--- src/include/xb_cfg.svh ---
/*
 external bus interface constants: register offsets, field positions,
 reset values and address boundaries.
 assumes inclusion by bare name from the package and the bench.
*/
`ifndef XB_CFG_SVH
`define XB_CFG_SVH

// ------------------------------------------------------------
// register byte offsets
// ------------------------------------------------------------
`define XB_OFF_CORE_CTRL   8'h00
`define XB_OFF_CTRL_A      8'h04
`define XB_OFF_CTRL_B      8'h08
`define XB_OFF_MODE        8'h0c
`define XB_OFF_STATUS      8'h10

// ------------------------------------------------------------
// field positions
// ------------------------------------------------------------
`define XB_BIT_BUS_EN      7
`define XB_BIT_UP_WAIT_LSB 6
`define XB_BIT_UP_WAIT_MSB 1
`define XB_POS_LO_WAIT     2
`define XB_POS_SECTOR      4
`define XB_BIT_KEEPER      7
`define XB_POS_HI_MASK     0
`define XB_BIT_LEGACY      0

// ------------------------------------------------------------
// reset values
// ------------------------------------------------------------
`define XB_RST_CORE_CTRL   8'h00
`define XB_RST_CTRL_A      8'h00
`define XB_RST_CTRL_B      8'h00
`define XB_RST_LEGACY      1'b0

// ------------------------------------------------------------
// address map and wait code limits
// ------------------------------------------------------------
`define XB_INT_TOP_NORMAL  16'h1100
`define XB_INT_TOP_LEGACY  16'h1000
`define XB_SECTOR_STEP     16'h2000
`define XB_WAIT_MAX        2'h2
`define XB_WAIT_GAP_CODE   2'h3

`endif

--- src/include/xb_pkg.sv ---
/*
 external bus interface types.
 assumes xb_cfg.svh on the include path.
*/
package xb_pkg;
	`include "xb_cfg.svh"

	typedef struct packed {
		logic        valid;
		logic        write;
		logic [15:0] addr;
		logic [7:0]  wdata;
		logic        next_ram;
	} xb_req_t;

	typedef struct packed {
		logic [7:0] ad_out;
		logic [7:0] ad_oe_n;
		logic [7:0] hi_out;
		logic [7:0] hi_oe_n;
		logic       ale;
		logic       rd_n;
		logic       wr_n;
		logic       ctl_oe_n;
	} xb_pins_t;

	typedef enum logic [2:0] {
		XB_IDLE, XB_ADDR, XB_STRB, XB_HOLD, XB_GAP, XB_TRAIL, XB_DONE
	} xb_state_t;
endpackage

--- src/core/xb_ext_bus.sv ---
/*
 multiplexed external memory bus for an 8-bit core, with an ahb-lite
 register slave for its control bits.
 assumes one 100 mhz clock, the core's data port on that clock holding a
 request until done, and the external latch transparent while ale is high.
*/
// Register access over AHB-Lite and the placing of the registers were decided locally.
// Behaviour
// - legacy mode hides both extended control registers
// - legacy mode offers only wait codes 00, 01
// - legacy mode fixes high address width
// - legacy mode uses one region, one wait setting
// - legacy: no keeper, strobes and latch output-only
// - drive muxed low bus, high bus, strobes
// - enabled bus overrides pin directions
// - decode internal or external by address
// - low address valid at latch fall, latch low after
// - internal accesses move pins, strobes stay idle
// - disabled bus never folds high addresses inward
// - pull-ups follow port bits set to one
// - keeper holds last level when lines released
// - four wait settings, two sectors
// - upper and lower sectors own separate select bits
// - trailing latch in T4/T5 only if next accesses ram
// - trailing latch in T6/T7 only if next accesses ram
// - enable bit switches pins to bus function
// - wait codes 00, 01, 10, 11 with gap cycle
// - sector limit steps of 0x2000, code 000 single
// - high mask releases top high address pins
`timescale 1ns/1ns
`default_nettype none

module xb_ext_bus
	import xb_pkg::*;
(
	input  wire logic        hclk,
	input  wire logic        hresetn,
	input  wire logic        hsel,
	input  wire logic [31:0] haddr,
	input  wire logic [1:0]  htrans,
	input  wire logic        hwrite,
	input  wire logic [2:0]  hsize,
	input  wire logic [31:0] hwdata,
	input  wire logic        hready,
	output logic      [31:0] hrdata,
	output logic             hreadyout,
	output logic             hresp,
	input  wire xb_req_t     req,
	output logic             req_done,
	output logic      [7:0]  req_rdata,
	input  wire logic [7:0]  ad_in,
	input  wire logic [7:0]  port_ad_val,
	input  wire logic [7:0]  port_ad_dir,
	input  wire logic [7:0]  port_hi_val,
	input  wire logic [7:0]  port_hi_dir,
	output xb_pins_t         pins,
	output logic      [7:0]  ad_pullup_en,
	output logic             ad_keep_en,
	output logic      [7:0]  ad_keep_val
);

	// ------------------------------------------------------------
	// decoding helpers
	// ------------------------------------------------------------
	function automatic logic [15:0] sector_base(input logic [2:0] sel);
		sector_base = 16'({13'h0, sel} * `XB_SECTOR_STEP);
	endfunction

	function automatic logic [1:0] pick_wait(input logic legacy, input logic [7:0] cc,
		input logic [7:0] ca, input logic [15:0] a);
		logic [2:0] sel;
		logic [1:0] up;
		sel = ca[`XB_POS_SECTOR +: 3];
		up  = {ca[`XB_BIT_UP_WAIT_MSB], cc[`XB_BIT_UP_WAIT_LSB]};
		if (legacy)
			pick_wait = {1'b0, cc[`XB_BIT_UP_WAIT_LSB]};
		else if (sel == 3'h0 || a >= sector_base(sel))
			pick_wait = up;
		else
			pick_wait = ca[`XB_POS_LO_WAIT +: 2];
	endfunction

	// ------------------------------------------------------------
	// register slave
	// ------------------------------------------------------------
	logic [7:0]  core_ctrl_q, core_ctrl_d;
	logic [7:0]  ctrl_a_q,    ctrl_a_d;
	logic [7:0]  ctrl_b_q,    ctrl_b_d;
	logic        legacy_q,    legacy_d;
	logic        wr_pend_q,   wr_pend_d;
	logic [7:0]  wr_addr_q,   wr_addr_d;
	logic [31:0] rdata_q,     rdata_d;
	logic        busy;
	logic [7:0]  last_rd_q;
	logic        take;

	// zero wait states: read data is registered as the address phase is taken
	assign take      = hsel & hready & htrans[1];
	assign hreadyout = 1'b1;
	assign hresp     = 1'b0;
	assign hrdata    = rdata_q;

	always_comb begin
		core_ctrl_d = core_ctrl_q;
		ctrl_a_d    = ctrl_a_q;
		ctrl_b_d    = ctrl_b_q;
		legacy_d    = legacy_q;
		wr_pend_d   = take & hwrite;
		wr_addr_d   = take ? haddr[7:0] : wr_addr_q;
		rdata_d     = rdata_q;
		if (wr_pend_q) begin
			case (wr_addr_q)
				`XB_OFF_CORE_CTRL: core_ctrl_d = hwdata[7:0];
				// reserved bits of both extended registers hold zero
				`XB_OFF_CTRL_A: if (!legacy_q) ctrl_a_d = hwdata[7:0] & 8'h7e;
				`XB_OFF_CTRL_B: if (!legacy_q) ctrl_b_d = hwdata[7:0] & 8'h87;
				`XB_OFF_MODE:   legacy_d = hwdata[`XB_BIT_LEGACY];
				default: ;
			endcase
		end
		if (take && !hwrite) begin
			case (haddr[7:0])
				`XB_OFF_CORE_CTRL: rdata_d = {24'h0, core_ctrl_q};
				`XB_OFF_CTRL_A:    rdata_d = legacy_q ? 32'h0 : {24'h0, ctrl_a_q};
				`XB_OFF_CTRL_B:    rdata_d = legacy_q ? 32'h0 : {24'h0, ctrl_b_q};
				`XB_OFF_MODE:      rdata_d = {31'h0, legacy_q};
				`XB_OFF_STATUS:    rdata_d = {16'h0, last_rd_q, 7'h0, busy};
				default:           rdata_d = 32'h0;
			endcase
		end
	end

	always_ff @(posedge hclk or negedge hresetn) begin
		if (!hresetn) begin
			core_ctrl_q <= `XB_RST_CORE_CTRL;
			ctrl_a_q    <= `XB_RST_CTRL_A;
			ctrl_b_q    <= `XB_RST_CTRL_B;
			legacy_q    <= `XB_RST_LEGACY;
			wr_pend_q   <= 1'b0;
			wr_addr_q   <= 8'h00;
			rdata_q     <= 32'h0;
		end else begin
			core_ctrl_q <= core_ctrl_d;
			ctrl_a_q    <= ctrl_a_d;
			ctrl_b_q    <= ctrl_b_d;
			legacy_q    <= legacy_d;
			wr_pend_q   <= wr_pend_d;
			wr_addr_q   <= wr_addr_d;
			rdata_q     <= rdata_d;
		end
	end

	// ------------------------------------------------------------
	// effective configuration
	// ------------------------------------------------------------
	logic        bus_en;
	logic        keeper_on;
	logic [2:0]  hi_mask;
	logic [15:0] int_top;

	assign bus_en    = core_ctrl_q[`XB_BIT_BUS_EN];
	// extended features vanish in legacy mode, even if bits were set before
	assign keeper_on = ctrl_b_q[`XB_BIT_KEEPER] & ~legacy_q;
	assign hi_mask   = legacy_q ? 3'h0 : ctrl_b_q[`XB_POS_HI_MASK +: 3];
	// legacy mode shrinks the internal space, so externals start lower
	assign int_top   = legacy_q ? `XB_INT_TOP_LEGACY : `XB_INT_TOP_NORMAL;

	// ------------------------------------------------------------
	// pin input synchroniser
	// ------------------------------------------------------------
	// pads are not timed to hclk, so reads go through two flops
	// read data therefore lags the pads by two cycles
	logic [7:0] ad_s1_q, ad_s2_q;

	always_ff @(posedge hclk or negedge hresetn) begin
		if (!hresetn) begin
			ad_s1_q <= 8'h00;
			ad_s2_q <= 8'h00;
		end else begin
			ad_s1_q <= ad_in;
			ad_s2_q <= ad_s1_q;
		end
	end

	// ------------------------------------------------------------
	// access sequencer
	// ------------------------------------------------------------
	xb_state_t   st_q, st_d;
	logic [1:0]  code_q, code_d;
	logic [1:0]  cnt_q, cnt_d;
	logic        ext_q, ext_d;
	logic        wr_q, wr_d;
	logic        nram_q, nram_d;
	logic [15:0] addr_q, addr_d;
	logic [7:0]  wd_q, wd_d;
	logic [7:0]  last_rd_d;
	logic [7:0]  keep_q, keep_d;

	// one request at a time; a new one waits for idle
	assign busy = (st_q != XB_IDLE);

	always_comb begin
		st_d      = st_q;
		code_d    = code_q;
		cnt_d     = cnt_q;
		ext_d     = ext_q;
		wr_d      = wr_q;
		nram_d    = nram_q;
		addr_d    = addr_q;
		wd_d      = wd_q;
		last_rd_d = last_rd_q;
		case (st_q)
			XB_IDLE: if (req.valid) begin
				addr_d = req.addr;
				wd_d   = req.wdata;
				wr_d   = req.write;
				nram_d = req.next_ram;
				ext_d  = bus_en & (req.addr >= int_top);
				code_d = pick_wait(legacy_q, core_ctrl_q, ctrl_a_q, req.addr);
				// disabled bus: no external cycle and no fold into sram
				st_d   = bus_en ? XB_ADDR : XB_DONE;
			end
			XB_ADDR: begin
				cnt_d = (code_q > `XB_WAIT_MAX) ? `XB_WAIT_MAX : code_q;
				st_d  = XB_STRB;
			end
			XB_STRB: begin
				if (cnt_q == 2'h0) begin
					st_d = XB_HOLD;
				end else begin
					cnt_d = cnt_q - 2'h1;
				end
			end
			XB_HOLD: begin
				// the sync output now shows the pads two cycles back, so under codes
				// 10, 11 a slow part gets the first strobe cycle to settle; code 00
				// reads see the address cycle, code 01 reads the first strobe cycle
				if (ext_q && !wr_q)
					last_rd_d = ad_s2_q;
				if (code_q == `XB_WAIT_GAP_CODE)
					st_d = XB_GAP;
				else
					st_d = nram_q ? XB_TRAIL : XB_DONE;
			end
			XB_GAP:   st_d = nram_q ? XB_TRAIL : XB_DONE;
			XB_TRAIL: st_d = XB_DONE;
			XB_DONE:  st_d = XB_IDLE;
			default:  st_d = XB_IDLE;
		endcase
	end

	always_ff @(posedge hclk or negedge hresetn) begin
		if (!hresetn) begin
			st_q      <= XB_IDLE;
			code_q    <= 2'h0;
			cnt_q     <= 2'h0;
			ext_q     <= 1'b0;
			wr_q      <= 1'b0;
			nram_q    <= 1'b0;
			addr_q    <= 16'h0;
			wd_q      <= 8'h00;
			last_rd_q <= 8'h00;
		end else begin
			st_q      <= st_d;
			code_q    <= code_d;
			cnt_q     <= cnt_d;
			ext_q     <= ext_d;
			wr_q      <= wr_d;
			nram_q    <= nram_d;
			addr_q    <= addr_d;
			wd_q      <= wd_d;
			last_rd_q <= last_rd_d;
		end
	end

	assign req_done  = (st_q == XB_DONE);
	assign req_rdata = last_rd_q;

	// ------------------------------------------------------------
	// pin drive
	// ------------------------------------------------------------
	// internal accesses still run the pin sequence, only strobes stay quiet
	logic drive_addr, drive_data, strobe;

	assign drive_addr = (st_q == XB_ADDR) | (st_q == XB_TRAIL);
	assign drive_data = wr_q & ((st_q == XB_STRB) | (st_q == XB_HOLD));
	assign strobe     = ext_q & (st_q == XB_STRB);

	always_comb begin
		pins.ale      = (st_q == XB_ADDR) | (st_q == XB_TRAIL);
		pins.rd_n     = ~(strobe & ~wr_q);
		pins.wr_n     = ~(strobe & wr_q);
		// in legacy mode the strobe and latch pins are never inputs
		pins.ctl_oe_n = ~(bus_en | legacy_q);
		if (bus_en) begin
			// address stays on ad until the latch falls
			pins.ad_out  = drive_addr ? addr_q[7:0] : wd_q;
			pins.ad_oe_n = {8{~(drive_addr | drive_data)}};
		end else begin
			pins.ad_out  = port_ad_val;
			pins.ad_oe_n = ~port_ad_dir;
		end
		for (int i = 0; i < 8; i++) begin
			if (bus_en && (i < 8 - int'(hi_mask))) begin
				pins.hi_out[i]  = addr_q[8 + i];
				pins.hi_oe_n[i] = 1'b0;
			end else begin
				pins.hi_out[i]  = port_hi_val[i];
				pins.hi_oe_n[i] = ~port_hi_dir[i];
			end
		end
	end

	// pull-ups only matter while nobody drives the pad
	assign ad_pullup_en = port_ad_val & pins.ad_oe_n;

	// ------------------------------------------------------------
	// bus keeper
	// ------------------------------------------------------------
	// keeper level follows what was last driven or seen on the pads
	// while off it tracks the pads, so switching it on holds a fresh level
	always_comb begin
		keep_d = keep_q;
		if (pins.ad_oe_n == 8'h00)
			keep_d = pins.ad_out;
		else if (!keeper_on)
			keep_d = ad_s2_q;
	end

	always_ff @(posedge hclk or negedge hresetn) begin
		if (!hresetn)
			keep_q <= 8'h00;
		else
			keep_q <= keep_d;
	end

	assign ad_keep_en  = keeper_on & (pins.ad_oe_n != 8'h00);
	assign ad_keep_val = keep_q;

endmodule

`default_nettype wire

--- config.mk ---
export PLATFORM = sky130hd
export DESIGN_NAME = xb_ext_bus
export DESIGN_NICKNAME = d
export VERILOG_FILES = /design/src/include/xb_pkg.sv /design/src/core/xb_ext_bus.sv
export VERILOG_INCLUDE_DIRS = /design/src /design/src/include
export SDC_FILE = /design/constraint.sdc
export NUM_CORES = 1
export LEC_CHECK = 0
export ABC_AREA = 1
export BUFFER_PORTS_ARGS = -buffer_cell sky130_fd_sc_hd__buf_2
export CAP_MARGIN = 20
export CORE_UTILIZATION = 30
export CTS_CLUSTER_SIZE = 10
export DETAILED_ROUTE_END_ITERATION = 16
export GPL_TIMING_DRIVEN = 0
export PLACE_DENSITY_LB_ADDON = 0.05
export SLEW_MARGIN = 20
export SYNTH_ARGS = -nofsm -noshare
export SYNTH_HDL_FRONTEND = slang
export SYNTH_SLANG_ARGS = --single-unit
export TNS_END_PERCENT = 5
--- constraint.sdc ---
create_clock -name hclk -period 5.5 [get_ports hclk]
set_input_delay 0.825 -clock hclk [delete_from_list [all_inputs] [get_ports hclk]]
set_output_delay 0.825 -clock hclk [all_outputs]
set_load 0.01 [all_outputs]
==> metrics.csv <==
stage,metric,value,unit
placed_design,GP Congestion,0.816,
synth,warnings from Yosys,0,
synth,post-synth top area share,0.500,
hold_path,HP Start,ad_s1_q[6],
die,CORE AREA,0.0180,mm2
cts,H-tree depth,3,
critical_path,Critical Path Fanout Max,8,
timing,worst clock skew,0.0110,ns
pwr,Int Pwr,1800,uW
timing,PnR worst setup slack,2.37,ns
die,die width,138,um
synth,register area share after synthesis,0.500,
route,First DRT Iteration DRCs,228,
pwr,power share of the combinational group,0.398,
finish,fillers,1899,
grt,first-pass GRT wire length,25300,um
synth,Syn Area/Cell,8.06,um2
route,Via density,4.55,
critical_path,CP required,4.68,ns
route,WL/cell,14.6,um
timing,fin crit period,3.13,ns
cts,CTS root buf,clkbuf_16,
cts,clock slew seen by the registers of the worst setup and hold paths,0.09,ns
finish,fin area,0.00705,mm2
synth,"top cells by area, synth","dfrtp_1 50%, nand2_1 14%, nand3_1 6.1%",
grt,initial antenna violation count,0,
synth,post-synthesis cell type count,36,
cts,setup bufs post-CTS,0,
finish,ratio of cells with drive above 1 in the final layout,0.291,
finish,multi-input logic area,0.00230,mm2
critical_path,Startpoint Class,register,
timing,setup TNS,0,ns
die,Cell Rows,49,
route,drt first pass iters,4,
finish,FF+latch area,0.00275,mm2
route,Vias,5062,
die,I/O Pins,237,
timing,max_slew headroom,0.383,
timing,final worst path period share,0.570,
critical_path,origin of the worst setup path,legacy_q,
pwr,Clock power frac,0.228,
route,number of remaining DRC errors,0,
grt,GRT overflow,0,
timing,Final Hold Viols,0,
timing,Slew Limit Fails,0,
die,Die Area,0.0189,mm2
critical_path,CP Data Arrival Time,2.31,ns
finish,antenna cells,0,
synth,"EDFF count, synth",0,
timing,RSZ-0062 raised after global routing,no,
pwr,sequential share of power,0.373,
hold_path,Hold Crit Class,reg2reg,
grt,vias in the first global route,4767,
placed_design,placed inst area,0.00672,mm2
pwr,Sw Ratio,0.410,
synth,most frequent cells after synthesis,"211 x nand2_1, 110 x dfrtp_1, 67 x nand3_1",
critical_path,crit end category,output pin,
job,max_cap viols,0,
cts,TritonCTS clock tree,built,
placed_design,IO buf count,166,
timing,actual slew at the worst max-slew pin,0.919,ns
grt,Tot GR Track Use,0.178,
route,Post-DRT Antenna Nets,0,
timing,Finish-stage setup viols,0,
synth,Yosys top cell by area,dfrtp_1,
cts,Hold Buf Count CTS,0,
cts,Post-CTS Resized,0,
synth,post-synthesis cell count,684,
timing,final hold slack,0.354,ns
cts,CTS Buffer Depth,2,
pwr,NetSw,1250,uW
synth,Yosys reg bits,110,
timing,f_max,319,MHz
cts,clk_lat worst skew,0.36,ns
finish,NumNets Final,1025,
critical_path,r2r startpoint,st_q[0],
route,"wirelength, routed",16200,um
cts,total CTS buffers,9,
grt,largest net degree at the start of global routing,60,
run_status,status,"complete, no violations",
synth,most common cell in the synthesized netlist,nand2_1,
placed_design,dpl ws,2.77,ns
finish,Area Growth Syn to Fin,27.9,%
pwr,Worst VDD drop,0.207,mV
die,Die Y,138,um
synth,post-synthesis instance area,0.00551,mm2
die,Initial Util,0.307,
pwr,PD cells,433,mW/mm2
placed_design,hpwl dp,12700,um
pwr,leakage power,0.00386,uW
synth,ys flop type,dfrtp_1,
synth,post-synthesis async set-or-reset flop share,1.00,
critical_path,Crit Path Class,reg2out,
cts,CTS sink cnt,110,
==> critical path, stage by stage, from the launching register on <==
cell and delay (ns):
dfrtp_1 0.36, buf_4 0.18, nor2_1 0.24, inv_1 0.12
ha_1 0.20, xnor2_1 0.16, nand2_1 0.08, nand2_1 0.14
inv_2 0.08, nand2_1 0.10, inv_1 0.06, nand2_1 0.05
nand2_1 0.04, buf_2 0.13
==> final timing paths <==
kind	depth (start not counted)	end	slack [ns]
worst max-delay path	13	pins[17]	2.37
worst min-delay path	0	ad_s2_q[6]	0.35
worst max register to register	9	code_q[0]	3.65
worst min register to register	0	ad_s2_q[6]	0.35
max in group asynchronous	2	wd_q[6]	4.43
min in group asynchronous	1	addr_q[13]	0.40
==> cell usage in the layout, fill, tap and decap left out, types with 3 or more instances in the layout <==
master / count
o22ai_1: 8
buf_2: 176
nor3_1: 5
inv_1: 62
nor2_1: 54
nor2_2: 4
o21ai_2: 3
clkinv_8: 3
clkbuf_1: 3
buf_4: 22
ha_1: 6
a21oi_1: 20
nand4_1: 7
nand2_1: 211
inv_2: 7
clkbuf_16: 9
nand3_1: 67
nand2_2: 4
conb_1: 18
o21ai_0: 41
nand3b_1: 4
o21ai_1: 3
mux2_2: 11
dfrtp_1: 110
==> power by group through the flow <==
stage	Clock, uW	Sequential, uW	Combinational [uW]
floorplan	0	1140	759
global placement	0	1150	1210
detailed placement	0	1160	1230
CTS	723	1140	1230
global route	758	1170	1370
finish	697	1140	1220
==> per-stage QoR <==
step	util	total power (uW)	cells
2_1_floorplan	-	1900	700
3_3_place_gp	0.372	2370	1095
3_5_place_dp	0.374	2380	1096
4_1_cts	0.392	3100	1112
5_1_grt	0.392	3300	1112
6_report	0.392	3050	1112
==> kinds of logic after synthesis <==
group / Yosys count / share of synthesized area
simple gates: 368 / 0.293
flops: 110 / 0.500
buf+inv: 109 / 0.0940
compound gates: 77 / 0.0745
mux: 11 / 0.0225
fa+ha+maj: 6 / 0.0136
other cells: 2 / 0.00136
xor+xnor: 1 / 0.00159
==> routing by layer <==
layer / wire length [um] / track usage / share of wire
met3: 823 / 0.0331 / 0.051
met4: 71 / 0.0311 / 0.0044
met2: 7650 / 0.288 / 0.47
met5: 0 / 0 / 0
met1: 7640 / 0.247 / 0.47
==> layout make-up <==
cell class | instances | area share
plain buffers | 37 | 0.0344
clock buffers | 9 | 0.0320
clock inverters | 7 | 0.0144
inverters | 72 | 0.0391
multi-input cells | 481 | 0.326
flip-flops and latches | 110 | 0.391
well taps | 229 | 0.0407
repair buffers | 167 | 0.123
Note: power is estimated with default switching activity, not from simulation.
